## src/hw/sac_pkg.sv

```systemverilog
// package for the converter control block: offsets, fields, states
// assumes a byte-wide register port and a comparator on the analog side
`default_nettype none
package sac_pkg;
	localparam int ADDR_W = 2;
	localparam logic [1:0] OFF_CSR = 2'h0;
	localparam logic [1:0] OFF_RES_HIGH = 2'h1;
	localparam logic [1:0] OFF_RES_LOW = 2'h2;
	localparam logic [1:0] OFF_IRQ_STATUS = 2'h3;
	localparam int BIT_DONE = 7;
	localparam int BIT_SPEED = 6;
	localparam int BIT_ON = 5;
	localparam int BIT_RSVD = 4;
	localparam logic [7:0] CSR_RESET = 8'h00;
	localparam logic [7:0] CSR_WRITE_MASK = 8'h6F;
	localparam logic [7:0] RES_RESET = 8'h00;
	localparam logic [7:0] LOW_MASK = 8'h03;
	localparam int RES_W = 10;
	localparam int CH_W = 4;
	localparam logic [1:0] DIV_SLOW = 2'h3;
	localparam logic [1:0] DIV_FAST = 2'h1;
	localparam int SAMPLE_TICKS = 2;
	localparam int IRQ_W = 2;
	localparam int IRQ_DONE = 0;
	localparam int IRQ_ABORT = 1;

	typedef enum logic [2:0] {
		ST_IDLE = 3'b001,
		ST_SAMPLE = 3'b010,
		ST_RESOLVE = 3'b100
	} sac_state_e;

	typedef struct packed {
		logic wr;
		logic rd;
		logic [ADDR_W-1:0] addr;
		logic [7:0] wdata;
	} sac_bus_s;

	typedef struct packed {
		logic [CH_W-1:0] channel_select;
		logic sample;
		logic [RES_W-1:0] trial;
	} sac_analog_s;
endpackage
`default_nettype wire

```

## src/hw/sac_adc_control.sv

```systemverilog
// control and result logic of a 10-bit successive-approximation converter
// assumes the comparator answer is synchronous to CLK_SYS
//
// Overview of operation
// - above high reference gives all ones
// - below low reference gives zero
// - converter_on starts continuous conversions
// - done flag and result at each end
// - high read or control write clears done
// - each conversion overwrites both result registers
// - channel change aborts and restarts conversion
// - speed bit picks divide by four or two
// - clearing converter_on stops conversion
// - channel_select picks input by binary value
// - high holds bits 9:2, low 1:0
// - done flag read-only, reserved bit 4 reads zero, other control bits read-write
// - all converter registers reset to zero
// - wait no effect, halt disables converter
//
// Local design decisions: the register offsets and the strobed register port.
`default_nettype none
module sac_adc_control
	import sac_pkg::*;
(
	// clock and reset
	input wire logic CLK_SYS,
	input wire logic RST_N,
	// register port
	input wire sac_pkg::sac_bus_s BUS,
	output logic [7:0] RDATA,
	// power modes
	input wire logic HALT_MODE,
	// analog side
	input wire logic COMP_ABOVE,
	output sac_pkg::sac_analog_s ANALOG,
	// interrupt
	output logic IRQ
);
	import sac_pkg::*;

	logic rst_meta_reg;
	logic rst_sync_reg;
	logic rst_n;
	logic [7:0] csr_reg;
	logic [7:0] res_high_reg;
	logic [7:0] res_low_reg;
	logic [7:0] rdata_reg;
	logic [1:0] div_reg;
	logic tick;
	sac_state_e state_reg;
	logic [RES_W-1:0] trial_reg;
	logic [3:0] bit_reg;
	logic [1:0] samp_reg;
	logic [IRQ_W-1:0] irq_status_reg;
	logic [IRQ_W-1:0] irq_mask_reg;
	logic irq_reg;
	logic csr_wr;
	logic high_rd;
	logic ch_change;
	logic conv_on;
	logic finish;
	logic [RES_W-1:0] final_res;

	function automatic logic hit(input logic [ADDR_W-1:0] a,
		input logic [ADDR_W-1:0] off);
		hit = (a == off);
	endfunction

	// reset release through two flops
	always_ff @(posedge CLK_SYS or negedge RST_N)
	begin
		if (!RST_N)
		begin
			rst_meta_reg <= 1'b0;
			rst_sync_reg <= 1'b0;
		end
		else
		begin
			rst_meta_reg <= 1'b1;
			rst_sync_reg <= rst_meta_reg;
		end
	end
	assign rst_n = rst_sync_reg;

	assign csr_wr = BUS.wr && hit(BUS.addr, OFF_CSR);
	assign high_rd = BUS.rd && hit(BUS.addr, OFF_RES_HIGH);
	assign ch_change = csr_wr &&
		(BUS.wdata[CH_W-1:0] != csr_reg[CH_W-1:0]);
	assign conv_on = csr_reg[BIT_ON] && !HALT_MODE;
	assign final_res = {trial_reg[RES_W-1:1], COMP_ABOVE};
	assign finish = (state_reg == ST_RESOLVE) && tick &&
		(bit_reg == 4'h0) && !ch_change;

	// control register; done flag set wins over clear
	always_ff @(posedge CLK_SYS or negedge rst_n)
	begin
		if (!rst_n)
			csr_reg <= CSR_RESET;
		else
		begin
			if (csr_wr)
				csr_reg <= (BUS.wdata & CSR_WRITE_MASK) |
					(csr_reg & ~CSR_WRITE_MASK & ~(8'h80));
			else if (high_rd)
				csr_reg[BIT_DONE] <= 1'b0;
			if (finish)
				csr_reg[BIT_DONE] <= 1'b1;
		end
	end

	// converter clock divider
	always_ff @(posedge CLK_SYS or negedge rst_n)
	begin
		if (!rst_n)
			div_reg <= 2'h0;
		else if (!conv_on || tick || state_reg == ST_IDLE)
			div_reg <= 2'h0;
		else
			div_reg <= div_reg + 2'h1;
	end
	assign tick = conv_on && (state_reg != ST_IDLE) &&
		(div_reg == (csr_reg[BIT_SPEED] ? DIV_FAST : DIV_SLOW));

	// conversion sequencer
	always_ff @(posedge CLK_SYS or negedge rst_n)
	begin
		if (!rst_n)
		begin
			state_reg <= ST_IDLE;
			trial_reg <= 10'h000;
			bit_reg <= 4'h0;
			samp_reg <= 2'h0;
		end
		else if (!conv_on || ch_change)
		begin
			state_reg <= ST_IDLE;
			trial_reg <= 10'h000;
			bit_reg <= 4'h0;
			samp_reg <= 2'h0;
		end
		else
		begin
			case (state_reg)
				ST_IDLE:
				begin
					state_reg <= ST_SAMPLE;
					samp_reg <= 2'h0;
				end
				ST_SAMPLE:
				begin
					if (tick)
					begin
						if (samp_reg == 2'(SAMPLE_TICKS - 1))
						begin
							state_reg <= ST_RESOLVE;
							bit_reg <= 4'(RES_W - 1);
							trial_reg <= 10'h200;
						end
						else
							samp_reg <= samp_reg + 2'h1;
					end
				end
				ST_RESOLVE:
				begin
					if (tick)
					begin
						// keep bit when input above trial; msb first
						if (!COMP_ABOVE)
							trial_reg[bit_reg] <= 1'b0;
						if (bit_reg == 4'h0)
							state_reg <= ST_SAMPLE;
						else
						begin
							bit_reg <= bit_reg - 4'h1;
							trial_reg[bit_reg - 4'h1] <= 1'b1;
						end
						samp_reg <= 2'h0;
					end
				end
				default:
					state_reg <= ST_IDLE;
			endcase
		end
	end

	// result registers, overwritten every conversion
	always_ff @(posedge CLK_SYS or negedge rst_n)
	begin
		if (!rst_n)
		begin
			res_high_reg <= RES_RESET;
			res_low_reg <= RES_RESET;
		end
		else if (finish)
		begin
			res_high_reg <= final_res[RES_W-1:2];
			res_low_reg <= {6'h00, final_res[1:0]};
		end
	end

	// interrupt status, mask and output; set wins over clear
	always_ff @(posedge CLK_SYS or negedge rst_n)
	begin
		if (!rst_n)
		begin
			irq_status_reg <= '0;
			irq_mask_reg <= '0;
			irq_reg <= 1'b0;
		end
		else
		begin
			for (int i = 0; i < IRQ_W; i++)
			begin
				if (BUS.wr && hit(BUS.addr, OFF_IRQ_STATUS) && BUS.wdata[i])
					irq_status_reg[i] <= 1'b0;
				if (BUS.wr && hit(BUS.addr, OFF_IRQ_STATUS) && BUS.wdata[i+4])
					irq_mask_reg[i] <= 1'b1;
				else if (BUS.wr && hit(BUS.addr, OFF_IRQ_STATUS) &&
					BUS.wdata[i+6])
					irq_mask_reg[i] <= 1'b0;
			end
			if (finish)
				irq_status_reg[IRQ_DONE] <= 1'b1;
			if (ch_change && state_reg != ST_IDLE)
				irq_status_reg[IRQ_ABORT] <= 1'b1;
			irq_reg <= |(irq_status_reg & irq_mask_reg);
		end
	end

	// read data one cycle after the strobe
	always_ff @(posedge CLK_SYS or negedge rst_n)
	begin
		if (!rst_n)
			rdata_reg <= 8'h00;
		else if (BUS.rd)
		begin
			case (BUS.addr)
				OFF_CSR: rdata_reg <= csr_reg;
				OFF_RES_HIGH: rdata_reg <= res_high_reg;
				OFF_RES_LOW: rdata_reg <= res_low_reg & LOW_MASK;
				OFF_IRQ_STATUS: rdata_reg <= {2'h0, irq_mask_reg, 2'h0,
					irq_status_reg};
				default: rdata_reg <= 8'h00;
			endcase
		end
		else
			rdata_reg <= 8'h00;
	end

	// analog side outputs from flops
	always_ff @(posedge CLK_SYS or negedge rst_n)
	begin
		if (!rst_n)
			ANALOG <= '0;
		else
		begin
			ANALOG.channel_select <= csr_reg[CH_W-1:0];
			ANALOG.sample <= (state_reg == ST_SAMPLE);
			ANALOG.trial <= trial_reg;
		end
	end

	assign RDATA = rdata_reg;
	assign IRQ = irq_reg;

	AST_DONE_ON_FINISH: assert property (@(posedge CLK_SYS) disable iff (!rst_n)
		finish |=> csr_reg[BIT_DONE])
		else $error("done flag not set after conversion");
	AST_HIGH_READ_CLEARS: assert property (@(posedge CLK_SYS)
		disable iff (!rst_n) high_rd && !finish |=> !csr_reg[BIT_DONE])
		else $error("high read did not clear done");
	AST_OFF_IDLE: assert property (@(posedge CLK_SYS) disable iff (!rst_n)
		!conv_on |=> state_reg == ST_IDLE)
		else $error("converter running while off");
	AST_CH_ABORT: assert property (@(posedge CLK_SYS) disable iff (!rst_n)
		ch_change |=> state_reg == ST_IDLE && !csr_reg[BIT_DONE])
		else $error("channel change did not restart");
	AST_LOW_ZERO: assert property (@(posedge CLK_SYS) disable iff (!rst_n)
		res_low_reg[7:2] == 6'h00)
		else $error("low result upper bits not zero");
	AST_RSVD_ZERO: assert property (@(posedge CLK_SYS) disable iff (!rst_n)
		csr_reg[BIT_RSVD] == 1'b0)
		else $error("reserved bit set");
	AST_SLOW_DIV: assert property (@(posedge CLK_SYS) disable iff (!rst_n)
		tick && conv_on && !csr_reg[BIT_SPEED] && !csr_wr |=> !tick[*3])
		else $error("slow clock ticks too early");
	AST_RESULT_ON_FINISH: assert property (@(posedge CLK_SYS)
		disable iff (!rst_n)
		finish |=> res_high_reg == $past(final_res[RES_W-1:2]))
		else $error("result not updated");
	AST_START: assert property (@(posedge CLK_SYS) disable iff (!rst_n)
		conv_on && state_reg == ST_IDLE && !ch_change |=>
		state_reg == ST_SAMPLE)
		else $error("conversion did not start");
	AST_FINISH_STATE: assert property (@(posedge CLK_SYS) disable iff (!rst_n)
		finish |=> state_reg == ST_SAMPLE)
		else $error("no next conversion after finish");

	// reset values
	AST_CSR_RESET: assert property (@(posedge CLK_SYS) disable iff (!rst_n)
		$rose(rst_n) |-> csr_reg == CSR_RESET)
		else $error("control register not reset");
	AST_RES_RESET: assert property (@(posedge CLK_SYS) disable iff (!rst_n)
		$rose(rst_n) |-> res_high_reg == RES_RESET &&
		res_low_reg == RES_RESET)
		else $error("result registers not reset");

	// register access
	AST_WRITE_CLEARS_DONE: assert property (@(posedge CLK_SYS)
		disable iff (!rst_n) csr_wr && !finish |=> !csr_reg[BIT_DONE])
		else $error("control write did not clear done");
	AST_DONE_ONLY_FINISH: assert property (@(posedge CLK_SYS)
		disable iff (!rst_n) !finish |=> !$rose(csr_reg[BIT_DONE]))
		else $error("done flag set without conversion");
	AST_CSR_WRITE_LANDS: assert property (@(posedge CLK_SYS)
		disable iff (!rst_n) csr_wr |=> (csr_reg & CSR_WRITE_MASK) ==
		$past(BUS.wdata & CSR_WRITE_MASK))
		else $error("control write did not land");
	AST_CSR_HOLDS: assert property (@(posedge CLK_SYS) disable iff (!rst_n)
		!csr_wr |=> (csr_reg & CSR_WRITE_MASK) ==
		$past(csr_reg & CSR_WRITE_MASK))
		else $error("control bits changed without write");
	AST_RD_IDLE: assert property (@(posedge CLK_SYS) disable iff (!rst_n)
		!$past(BUS.rd) |-> rdata_reg == 8'h00)
		else $error("read data outside read cycle");
	AST_HIGH_READ_DATA: assert property (@(posedge CLK_SYS)
		disable iff (!rst_n) high_rd |=> rdata_reg == $past(res_high_reg))
		else $error("high read data wrong");
	AST_LOW_READ_DATA: assert property (@(posedge CLK_SYS)
		disable iff (!rst_n) BUS.rd && BUS.addr == OFF_RES_LOW |=>
		rdata_reg[7:2] == 6'h00)
		else $error("low read upper bits not zero");

	// results
	AST_RESULT_HOLDS: assert property (@(posedge CLK_SYS)
		disable iff (!rst_n)
		!finish |=> $stable(res_high_reg) && $stable(res_low_reg))
		else $error("result changed without conversion");
	AST_LOW_ON_FINISH: assert property (@(posedge CLK_SYS)
		disable iff (!rst_n)
		finish |=> res_low_reg == {6'h00, $past(final_res[1:0])})
		else $error("low result not updated");

	// converter clock
	AST_DIVIDE_FAST: assert property (@(posedge CLK_SYS) disable iff (!rst_n)
		tick && csr_reg[BIT_SPEED] && !csr_wr |=> !tick)
		else $error("fast clock ticks too early");
	AST_DIV_RANGE: assert property (@(posedge CLK_SYS) disable iff (!rst_n)
		div_reg <= DIV_SLOW)
		else $error("divider out of range");

	// sequencing
	AST_SAMP_RANGE: assert property (@(posedge CLK_SYS) disable iff (!rst_n)
		state_reg == ST_SAMPLE |-> samp_reg < 2'(SAMPLE_TICKS))
		else $error("sample count out of range");
	AST_SAMPLE_TO_RESOLVE: assert property (@(posedge CLK_SYS)
		disable iff (!rst_n) state_reg == ST_SAMPLE && tick && !ch_change &&
		samp_reg == 2'(SAMPLE_TICKS - 1) |=> state_reg == ST_RESOLVE &&
		trial_reg == 10'h200)
		else $error("resolve did not start at msb");
	AST_MSB_FIRST: assert property (@(posedge CLK_SYS) disable iff (!rst_n)
		state_reg == ST_RESOLVE && tick && bit_reg != 4'h0 && !ch_change |=>
		bit_reg == $past(bit_reg) - 4'h1)
		else $error("bit order wrong");
	AST_KEEP_BIT: assert property (@(posedge CLK_SYS) disable iff (!rst_n)
		state_reg == ST_RESOLVE && tick && COMP_ABOVE && !ch_change |=>
		trial_reg[$past(bit_reg)])
		else $error("bit dropped although input above");
	AST_DROP_BIT: assert property (@(posedge CLK_SYS) disable iff (!rst_n)
		state_reg == ST_RESOLVE && tick && !COMP_ABOVE && !ch_change |=>
		!trial_reg[$past(bit_reg)])
		else $error("bit kept although input below");
	AST_HALT_STOPS: assert property (@(posedge CLK_SYS) disable iff (!rst_n)
		HALT_MODE |=> state_reg == ST_IDLE)
		else $error("converter running in halt");

	// analog side and interrupt
	AST_CH_OUT: assert property (@(posedge CLK_SYS) disable iff (!rst_n)
		ANALOG.channel_select == $past(csr_reg[CH_W-1:0]))
		else $error("channel select not forwarded");
	AST_SAMPLE_OUT: assert property (@(posedge CLK_SYS) disable iff (!rst_n)
		ANALOG.sample == $past(state_reg == ST_SAMPLE))
		else $error("sample output wrong");
	AST_NO_SAMPLE_OFF: assert property (@(posedge CLK_SYS)
		disable iff (!rst_n) !conv_on ##1 !conv_on |=> !ANALOG.sample)
		else $error("sampling while off");
	AST_IRQ_LEVEL: assert property (@(posedge CLK_SYS) disable iff (!rst_n)
		irq_reg == $past(|(irq_status_reg & irq_mask_reg)))
		else $error("interrupt level wrong");
	AST_ABORT_FLAG: assert property (@(posedge CLK_SYS) disable iff (!rst_n)
		ch_change && state_reg != ST_IDLE |=>
		irq_status_reg[IRQ_ABORT])
		else $error("abort status not set");
endmodule
`default_nettype wire

```

## config.mk

```make
export PLATFORM = sky130hd
export DESIGN_NAME = sac_adc_control
export DESIGN_NICKNAME = d
export VERILOG_FILES = /design/src/hw/sac_pkg.sv /design/src/hw/sac_adc_control.sv
export SDC_FILE = /design/constraint.sdc
export NUM_CORES = 1
export LEC_CHECK = 0
export BUFFER_PORTS_ARGS = -buffer_cell sky130_fd_sc_hd__buf_2
export CAP_MARGIN = 20
export CORE_ASPECT_RATIO = 0.9
export CORE_MARGIN = 4
export CORE_UTILIZATION = 45
export DETAILED_ROUTE_END_ITERATION = 6
export SYNTH_ARGS = -nofsm -noshare
export SYNTH_HDL_FRONTEND = slang
export SYNTH_SLANG_ARGS = --single-unit
```

## constraint.sdc

```tcl
create_clock -name CLK_SYS -period 3.1 [get_ports CLK_SYS]
set_clock_uncertainty 0.05 [all_clocks]
set_input_delay 0.155 -clock CLK_SYS [delete_from_list [all_inputs] [get_ports CLK_SYS]]
set_output_delay 0.155 -clock CLK_SYS [all_outputs]
set_load 0.01 [all_outputs]
```

Word-level counts from Yosys, hierarchy flattened
Index checks and enable logic that the tools add are counted.

Multiplexer cells: 46. Reductions and logical operators: 39. Equal/unequal tests: 16. $lt $le $gt $ge: 4. Add/subtract/negate cells: 3. Bitwise gates (word level): 5.

Operators by type and width (count): $mux 10 (9); $pmux 8 s4 (1); $mux 4 (5); $pmux 10 s2 (1); $logic_and 1x1->1 (19); $mux 3 (5); $mux 1 (13); $mux 2 (6); $reduce_and 4->1 (3); $and 10x10->10 (1); $lt 4x5->1 const B (2); $not 10->10 (1); $or 10x10->10 (1); $ne 3x3->1 const B (3); $pmux 3 s3 (1); $demux 1 s4 (2); $ge 4x1->1 const B (2); $mux 8 (1); $pmux 4 s2 (1); $reduce_bool 2->1 (4); $or 7x5->7 (1); $ne 3x1->1 const B (2); $ne 3x2->1 const B (2); $pmux 2 s3 (1); 18 further kinds (26).

Bits in registers: 69. Input bits: 16. Word-level logic and storage cells: 133. Output and inout bits: 24.

Logic depth before layout (Yosys ltp)
Gate-level depths: netlist of run 1.

Word-level depth: 15. Mapped depth: 8. Gate-level depth less buffers: 6.

Least setup slack after synthesis of run 1
OpenSTA, ideal clock, no wires.

Path kind: reg2reg. From: register bit_reg[0]. To: register res_high_reg[0]. Arrival time: 2189 ps. Clock period less this slack: 2364 ps. Buffers on the path: 2. Setup time: 125 ps. Path slack: 736 ps. Required time: 2925 ps. Cell stages (with the launch flop): 9. Cell sequence: dfrtp_1 > inv_1 > ha_1 > clkbuf_1 > nor3b_1 > and2_1 > and3_4 > buf_6 > mux2_4.

Cells in the longest elaborated chain, start to end: 3.

RTL lines: start: declaration (RTL line sac_adc_control.sv:52) `logic [3:0] bit_reg;`; start signal: assignment (RTL line sac_adc_control.sv:156) `bit_reg <= 4'(RES_W - 1);`; start signal: assignment (RTL line sac_adc_control.sv:174) `bit_reg <= bit_reg - 4'h1;`; $logic_not 4->1 (RTL line sac_adc_control.sv:92) `(bit_reg == 4'h0) && !ch_change;`; $logic_and 1x1->1 (RTL line sac_adc_control.sv:91) `assign finish = (state_reg == ST_RESOLVE) && tick &&`; $logic_and 1x1->1 (RTL line sac_adc_control.sv:92); end signal: assignment (RTL line sac_adc_control.sv:196) `res_high_reg <= final_res[RES_W-1:2];`; end: declaration (RTL line sac_adc_control.sv:45) `logic [7:0] res_high_reg;`.

Every way passes these cells. A chain may end at the register's enable or synchronous reset.

Worst setup path after layout of run 1
From: register bit_reg[0]. To: register res_high_reg[4].

The elaborated chain is that of the path after synthesis.

==> results, run 1 <==
- The path with the worst hold slack has its endpoint at state_reg[0].
- The power dissipated by switching net loads is 0.493 mW.
- The cell type contributing the most total cell area after synthesis is dfrtp_1.
- The clock tree from TritonCTS is built.
- The leading register cell type out of synthesis is dfrtp_1.
- The initial antenna violation count came to 0.
- The HPWL after detailed placement is 4830 um.
- The worst pin sits at a relative slew slack of 0.563.
- The endpoint of the worst-slack reg-to-reg timing path is res_high_reg[4].
- The number of warnings issued by yosys is 0.
- In the routed design, unresolved DRC markers number 0.
- The mean area per synthesized cell is 11.8 um^2.
- On the critical path the largest part of the delay comes from simple AND/OR/NAND/NOR gates.
- The number of buffers and inverters on the critical path is 1.
- For this design the ratio of total power to cell area is 517 mW/mm^2.
- Clock-pin slew was measured on the worst setup and hold paths at 0.07 ns.
- The share of power burned in registers is 0.523.
- The number of setup buffers added after CTS is 0.
- The floorplan step set the die height to 87.2 um.
- The switching fraction of total power is 0.262.
- The run finished with clean final reports.
- The critical path launch point type is a flop.
- The deepest level of the CTS H-tree is 3.
- The detailed router finished its first iteration with 172 violations.
- TritonCTS created 9 clock buffers.
- The total cell area at the placement stage is 0.00340 mm^2.
- The clock network power share is 0.386.
- The count of buffers added on input and output ports is 39.
- The wire length of the first global-routing pass is 11200 um.
- The worst-case reg-to-reg path depth is 6.
- Across all register-to-register paths, the minimum setup slack is 0.47 ns.
- The setup TNS after final layout is 0 ns.
- Internal power comes to 1.39 mW.
- The worst-case vdd ir drop is 0.338 mV.
- The number of violations of the max-capacitance limit is 0.
- The initial utilization of the core area, before any placement, comes to 0.471.
- The required time reported for the critical path endpoint is 3.28 ns.
- The area of the core region is 0.00666 mm^2.
- The worst setup path is captured at a flop.
- For this run, the register share of the synthesized area comes to 0.544.
- For the pin with the worst max-slew slack, the measured transition is 0.654 ns.
- Dividing the final minimum period by the clock period gives 0.848.
- At the end of routability-driven placement, the weighted congestion stood at 0.816.
- In this run the remaining antenna-violating nets after routing total 0.
- The remaining global-route overflow is 0.
- For this run, the detailed router's first-pass iteration total came to 4.
- The final count of pins violating max slew is 0.
- The cell with the biggest individual delay on the critical path is dfrtp_1.
- The area growth from synthesis to layout is 16.5%.
- The repair_antennas step left the layout with diodes totalling 0.
- The die covers 0.00836 mm^2.
- Setup repair after global routing left no endpoint under its margin.
- Derived from the worst setup path, the maximum achievable clock frequency is 380 MHz.
- Data arrives at the worst endpoint at 2.81 ns.
- The hold violation count in the final report is 0.
- The kind of critical path is reg -> reg.
- At the later pin of the worst-skew pair, clock insertion delay measures 0.35 ns.
- In this run, synthesis inferred 0 flip-flops with an integrated enable.
- The pin count of the biggest net entering global routing is 31.
- The area taken by multi-input logic gates is 0.00133 mm^2.
- The largest buffer count on any clock path is 2.
- Counting flops and latches in the post-synthesis netlist gives 68.
- The number of sinks driven by the clock tree is 68.
- The clock period could shrink to 2.63 ns.
- In this run the worst path has a maximum fanout of 12.
- The post-layout net count is 334.
- The CTS root buffer is clkbuf_8.
- The floorplan has 28 rows.
- The tightest min-delay check is of the in -> reg type.
- The post-synthesis cell area is 0.00313 mm^2.
- Dividing the detail-routed wire length by the instance count gives 16.8 um.
- In the final layout, flip-flops and latches occupy 0.00170 mm^2.
- The share of async-settable or async-resettable flops after synthesis is 1.00.
- The number of filler cells placed in the layout is 590.
- The reg-to-reg critical path startpoint is bit_reg[0].
- The number of flip-flops under the largest register name is 15.
- The number of distinct library cell variants in the gate-level netlist after synthesis is 49.
- The startpoint of the worst hold path is HALT_MODE.
- The final routed wirelength across all metal layers is 6780 um.
- Summing all non-filler instances in the final layout gives an area of 0.00365 mm^2.
- The number of vias after detailed routing is 2239.
- The stage delay of the slowest cell on the critical path is 0.51 ns.
- The via count of the first global-routing pass is 2120.
- Summed over all cells, the static leakage comes to 1.72 nW.
- The worst hold path passes through 3 cells.
- Pin placement for this block handled 40 I/O pins.
- Using the TritonRoute via totals, the vias-per-cell ratio works out to 5.54.
- Measured along the x axis, the die boundary spans 96.0 um.
- The number of nets in the synthesized netlist is 290.
- In the post-synthesis netlist, the biggest area contributors are dfrtp_1 54%, a21oi_1 4.5%, mux2_4 3.8%.
- Across every metal layer, demand over resource in global routing totals 0.181.
- The share of cells above drive strength 1 is 0.277.
- Setup violations remaining at the end of the flow were counted as 0.
- The portion of synthesized cell area occupied by the leading cell type is 0.535.
- Synthesis handed over a netlist of 265 instances.
- Traced cell by cell, the critical path runs through inv_1, ha_1, nor3b_1, and2_1, and3_4, mux2_2.
- The share of total power dissipated in combinational logic is 0.090.
## worst register-to-register path: stages, from the launching register on
cell and delay [ns]:
dfrtp_1 0.51, inv_1 0.19, ha_1 0.33, nor3b_1 0.45, and2_1 0.29, and3_4 0.35, mux2_2 0.36
## how the worst max path moves through the flow
stage,startpoint,end,cells past startpoint
after floorplan,bit_reg[0],res_high_reg[0],8
after global placement,bit_reg[0],res_high_reg[4],6
after detailed placement,bit_reg[0],res_high_reg[4],6
after CTS,bit_reg[0],res_high_reg[4],6
after global routing,bit_reg[0],res_high_reg[4],6
final,bit_reg[0],res_high_reg[4],6
## power by group through the flow
stage / Sequential, mW / Clock (mW) / Combinational, mW
CTS: 0.986 / 0.762 / 0.173
floorplan: 1.00 / 0 / 0.0945
global route: 0.994 / 0.793 / 0.189
detailed placement: 1.00 / 0 / 0.168
finish: 0.987 / 0.728 / 0.170
global placement: 1.00 / 0 / 0.166
## layer usage
layer | wire (um) | global-route usage
met5 | 0 | 0
met4 | 95 | 0.0620
met3 | 323 | 0.0588
met2 | 3040 | 0.251
met1 | 3320 | 0.265
## cell type report
class                      instances  area share
sequential                        68       0.467
clock inverter                     7      0.0206
multi-input combinational        175       0.364
tap                               90      0.0309
clock buffer                       9      0.0340
timing repair buffer              49      0.0775
inverter                           6     0.00617
## cell usage in the layout, fill, tap and decap left out, types with 7 or more instances in the layout
master | netlist | routed
o31ai_1 | 13 | 13
a21oi_1 | 28 | 28
nand2_1 | 9 | 9
nor2_1 | 14 | 14
buf_2 | 4 | 39
ha_1 | 9 | 9
clkbuf_8 | 0 | 9
mux2_4 | 8 | 8
mux2i_1 | 8 | 8
mux2_2 | 7 | 7
nor2b_1 | 7 | 7
nand4_1 | 11 | 11
dfrtp_1 | 67 | 66
## cell usage after synthesis, types with 2 or more instances
| cell | number |
|---|---|
| dfrtp_1 | 67 |
| a21oi_1 | 28 |
| nor2_1 | 14 |
| o31ai_1 | 13 |
| nand4_1 | 11 |
| clkbuf_1 | 9 |
| ha_1 | 9 |
| nand2_1 | 9 |
| mux2_4 | 8 |
| mux2i_1 | 8 |
| mux2_2 | 7 |
| nor2b_1 | 7 |
| and2_1 | 5 |
| inv_1 | 5 |
| o21ai_0 | 5 |
| xor2_1 | 5 |
| buf_2 | 4 |
| or4_1 | 4 |
| a22o_1 | 3 |
| nand3_1 | 3 |
| nor3b_1 | 3 |
| o211ai_1 | 3 |
| xnor2_1 | 3 |
| a211o_1 | 2 |
| a21o_1 | 2 |
| buf_6 | 2 |
| mux4_2 | 2 |
| nand2b_1 | 2 |
| nor3_1 | 2 |
## kinds of logic after synthesis
logic type | Yosys count | share of synthesized area
xor gates and xnor gates | 8 | 0.0224
DFF | 68 | 0.544
other | 1 | 0.00120
AOI/OAI and AO/OA | 62 | 0.128
buffers and inverters | 22 | 0.0327
and+or+nand+nor | 69 | 0.129
muxes | 26 | 0.107
adders and majority gates | 9 | 0.0359
## timing repair
item	4_1_cts	5_1_grt
hold buffers	5	0
gates resized for setup	0	0
endpoints found under the hold margin	7	0
## through the flow
stage / power, mW / cells / setup slack (ns) / hold WS [ns] / utilization
after floorplan: 1.10 / 265 / 0.736 / -0.191 / -
after global placement: 1.17 / 383 / 0.642 / -0.111 / 0.511
after detailed placement: 1.17 / 383 / 0.481 / -0.107 / 0.511
after CTS: 1.92 / 404 / 0.474 / 0.00113 / 0.548
after global routing: 1.98 / 404 / 0.217 / 0.0193 / 0.548
final: 1.88 / 404 / 0.471 / 0.0229 / 0.548
(Power assumes the default switching activity.)
==> run 2: changes to the inputs <==
--- a/config.mk
+++ b/config.mk
@@ -5,12 +5,14 @@
 export SDC_FILE = /design/constraint.sdc
 export NUM_CORES = 1
 export LEC_CHECK = 0
+export ABC_AREA = 1
 export BUFFER_PORTS_ARGS = -buffer_cell sky130_fd_sc_hd__buf_2
 export CAP_MARGIN = 20
 export CORE_ASPECT_RATIO = 0.9
 export CORE_MARGIN = 4
 export CORE_UTILIZATION = 45
 export DETAILED_ROUTE_END_ITERATION = 6
+export PLACE_DENSITY = 0.67
 export SYNTH_ARGS = -nofsm -noshare
 export SYNTH_HDL_FRONTEND = slang
 export SYNTH_SLANG_ARGS = --single-unit
==> constraint.sdc (replaced) <==
create_clock -name CLK_SYS -period 2.3 [get_ports CLK_SYS]
set_clock_uncertainty 0.05 [all_clocks]
set_input_delay 0.115 -clock CLK_SYS [delete_from_list [all_inputs] [get_ports CLK_SYS]]
set_output_delay 0.115 -clock CLK_SYS [all_outputs]
set_load 0.01 [all_outputs]
==> run 2 against run 1 <==
  * Worst setup slack worse by 0.17 ns
  * Sequential share of layout area shrank 3.2 points
  * Largest power group unchanged
  * Cell count rose by 27%
  * Flip-flop and latch count unchanged
  * Sequential power increased by 33%
  * Clock-buffer cell count increased by 1
  * Critical path type unchanged
  * Synthesized area increased by 6.2%
==> results, run 2 <==
- The final critical-path share of the clock period is 0.869 (+0.0206).
- The post-synthesis cell area is 0.00333 mm^2 (+6.2%).
- The total power divided by cell area is 654 mW/mm^2 (+27%).
- The total power is 2.56 mW (+36%).
- TritonCTS built the clock tree.
- The number of buffers added to fix hold violations after cts was 9 (+4).
- The total iterations of the first detailed-routing run is 4 (unchanged).
- The placement row count is 29 (+3.6%).
- The final routed wire length divided by cell count is 13.8 um (-17%).
- The initial antenna violation count is 0 (unchanged).
- The final non-filler cell area is 0.00391 mm^2 (+7.2%).
- The data arrival time of the worst path is 2.18 ns (-0.63 ns).
- The remaining global-route overflow was 0 (unchanged).
- The number of filler cells placed in the layout is 639 (+8.3%).
- The final count of pins violating max slew is 0 (unchanged).
- The top cell types in the final layout, fill and taps aside, are 79 x nand2_1, 66 x dfrtp_1, 40 x inv_1.
- The final-layout worst hold slack is 0.0271 ns (+0.00421 ns).
- The achievable frequency is 500 MHz (+32%).
- The leakage power figure is 1.93 nW (+13%).
- The number of failing setup endpoints in the final timing report is 0 (unchanged).
- The width of the die came to 98.6 um (+2.8%).
- The share of cells above drive strength 1 is 0.270 (-0.00738).
- The routability congestion estimate came to 0.951 (+17%).
- The number of distinct library cell variants in the gate-level netlist after synthesis is 36 (-27%).
- The setup TNS after final layout was 0 ns (unchanged).
- By area the synthesized netlist is led by dfrtp_1 50%, nand2_1 8.9%, inv_1 4.5%.
- The largest buffer count on any clock path was 2 (unchanged).
- The die footprint came to 0.00883 mm^2 (+5.6%).
- The critical path launch point type is a flop.
- The post-route core utilization is 0.550 (+0.00202).
- The area of the core region is 0.00711 mm^2 (+6.8%).
- The deepest level of the CTS H-tree is 3 (unchanged).
- The cell type contributing the most total cell area after synthesis is dfrtp_1.
- The final routed wirelength across all metal layers is 7090 um (+4.6%).
- The number of storage elements in the synthesis netlist is 68 (unchanged).
- The antenna diode count was 0 (unchanged).
- The reg-to-reg critical path startpoint is bit_reg[0].
- The wire length of the first global-routing pass is 12100 um (+8.2%).
- In this run the worst hold path is classified as in -> async.
- The number of flip-flops under the largest register name is 15 (unchanged).
- The pin count of the biggest net entering global routing is 48 (+55%).
- The required time reported for the critical path endpoint came to 2.49 ns (-0.79 ns).
- The worst-case vdd ir drop was 0.328 mV (-2.9%).
- The clock latency at the later pin of the worst-skew pair is 0.35 ns (about the same).
- The most used flip-flop cell after synthesis is dfrtp_1.
- The time the final worst path needs with I/O delays and setup is 2.00 ns (-0.631 ns).
- The number of synthesized flops with an enable pin came to 0 (unchanged).
- The post-synthesis cell count is 357 (+35%).
- The number of sinks driven by the clock tree is 68 (unchanged).
- The height of the die is 89.6 um (+2.7%).
- The global router's overall resource usage is 0.176 (-0.00445).
- The count of cells resized by post-cts repair is 0 (unchanged).
- Setup repair after global routing left no endpoint under its margin.
- The buffers inserted during post-CTS setup optimization is 0 (unchanged).
- The via count of the first global-routing pass is 2495 (+18%).
- The portion of synthesized cell area occupied by the leading cell type was 0.504 (-0.0310).
- nand2_1 is the most common cell in the netlist.
- The mean area per synthesized cell is 9.32 um^2 (-21%).
- The share of async-settable or async-resettable flops after synthesis is 1.00 (unchanged).
- The number of vias after detailed routing was 2545 (+14%).
- The remaining design rule violation count is 0 (unchanged).
- The largest fanout on the critical path was 22 (+10).
- The total cell area at the placement stage was 0.00363 mm^2 (+6.8%).
- The setup path with the least slack is of type reg -> reg.
- Sorting the synthesized cells by how often they occur yields 79 x nand2_1, 67 x dfrtp_1, 40 x inv_1.
- Tracing the worst setup path back leads to its startpoint at bit_reg[0].
- The CTS clock-pin slew for the worst setup and hold paths was 0.08 ns (about the same).
- The remaining antenna violation count after routing is 0 (unchanged).
- The mean number of vias per cell is 4.97 (-10%).
- The starting density of the core was 0.468 (-0.00305).
- The run finished with clean final reports.
- The worst setup path is captured at a flop.
- The hold violation count in the final report is 0 (unchanged).
- The total nets after synthesis was 382 (+32%).
- The initial detailed-routing violation count is 172 (unchanged).
- The number of warnings issued by yosys is 0 (unchanged).
- Compared with the post-synthesis result, the final layout area differs by 17.6%.
- The post-layout net count is 439 (+31%).
- The total I/O pin count is 40 (unchanged).
- The portion of the post-synthesis area used by sequential elements is 0.512 (-0.0315).
- The total clock buffers created by CTS came to 9 (unchanged).
- The half-perimeter wire length after placement is 5130 um (+6.1%).
- The library cell used most frequently in the layout, excluding fill and tap cells, is nand2_1.
- The number of violations of the max-capacitance limit is 0 (unchanged).
- The tree is rooted in a clkbuf_8.
- The number of buffers added on ports is 39 (unchanged).
## run 2: cell count changes in the layout (fill, tap and decap cells not counted), moves of 13 or more
cell and change:
a21oi_1 -18, inv_1 +35, nand2_1 +70, nand2_2 +14, nand3_1 +27, o21ai_1 +17
o31ai_1 -13
## run 2: per-layer routing
metal | part of all wire | wire length (um) | global-route usage
met5 | 0 | 0 | 0
met3 | 0.059 | 418 | 0.0562
met1 | 0.47 | 3330 | 0.239
met4 | 0.0089 | 63 | 0.0571
met2 | 0.46 | 3280 | 0.272
## run 2: critical path, stage by stage, from the launching register on
cell and delay, ns:
dfrtp_1 0.44, inv_1 0.22, ha_1 0.35, nand2_4 0.13, nor2_8 0.17, nand3_4 0.29, nand2_1 0.17, o21ai_2 0.06
## run 2: path summary, 6_finish.rpt
kind,to,slack [ns],cells after the start
hold / removal,rst_meta_reg,0.03,2
max in group asynchronous,trial_reg[7],1.43,1
min in group CLK_SYS,irq_mask_reg[1],0.03,3
hold reg to reg,trial_reg[0],0.17,0
setup reg to reg,res_high_reg[4],0.30,7
setup / recovery,res_high_reg[4],0.30,7
## run 2: final cells by class
cell class | instances | area, um^2 | share of cell area
Sequential cell | 68 | 1700 | 0.436
Timing Repair Buffer | 49 | 305 | 0.0780
Tap cell | 93 | 116 | 0.0297
Clock buffer | 10 | 128 | 0.0326
Inverter | 48 | 181 | 0.0464
Multi-Input combinational cell | 238 | 1410 | 0.361
Clock inverter | 6 | 63.8 | 0.0163
## run 2: metrics by stage
step / worst slack [ns] / instances
3_3_place_gp: 0.411 / 487
2_1_floorplan: 0.218 / 357
5_1_grt: 0.147 / 512
4_1_cts: 0.284 / 512
6_report: 0.302 / 512
3_5_place_dp: 0.292 / 487
## run 2: cell families after synthesis
logic type,after synthesis,synth area share
AND/OR/NAND/NOR,166,0.273
flip-flops,68,0.512
AO/OA/AOI/OAI,61,0.112
buffers and inverters,51,0.0628
adder cells (fa/ha/maj),9,0.0339
XOR/XNOR,1,0.00489
other,1,0.00113
## run 2: power breakdown
group          total (mW)  internal (mW)  switching (mW)
Combinational       0.277         0.0992           0.178
Clock               0.973          0.501           0.472
Sequential           1.31           1.26          0.0477
Total                2.56           1.86           0.697
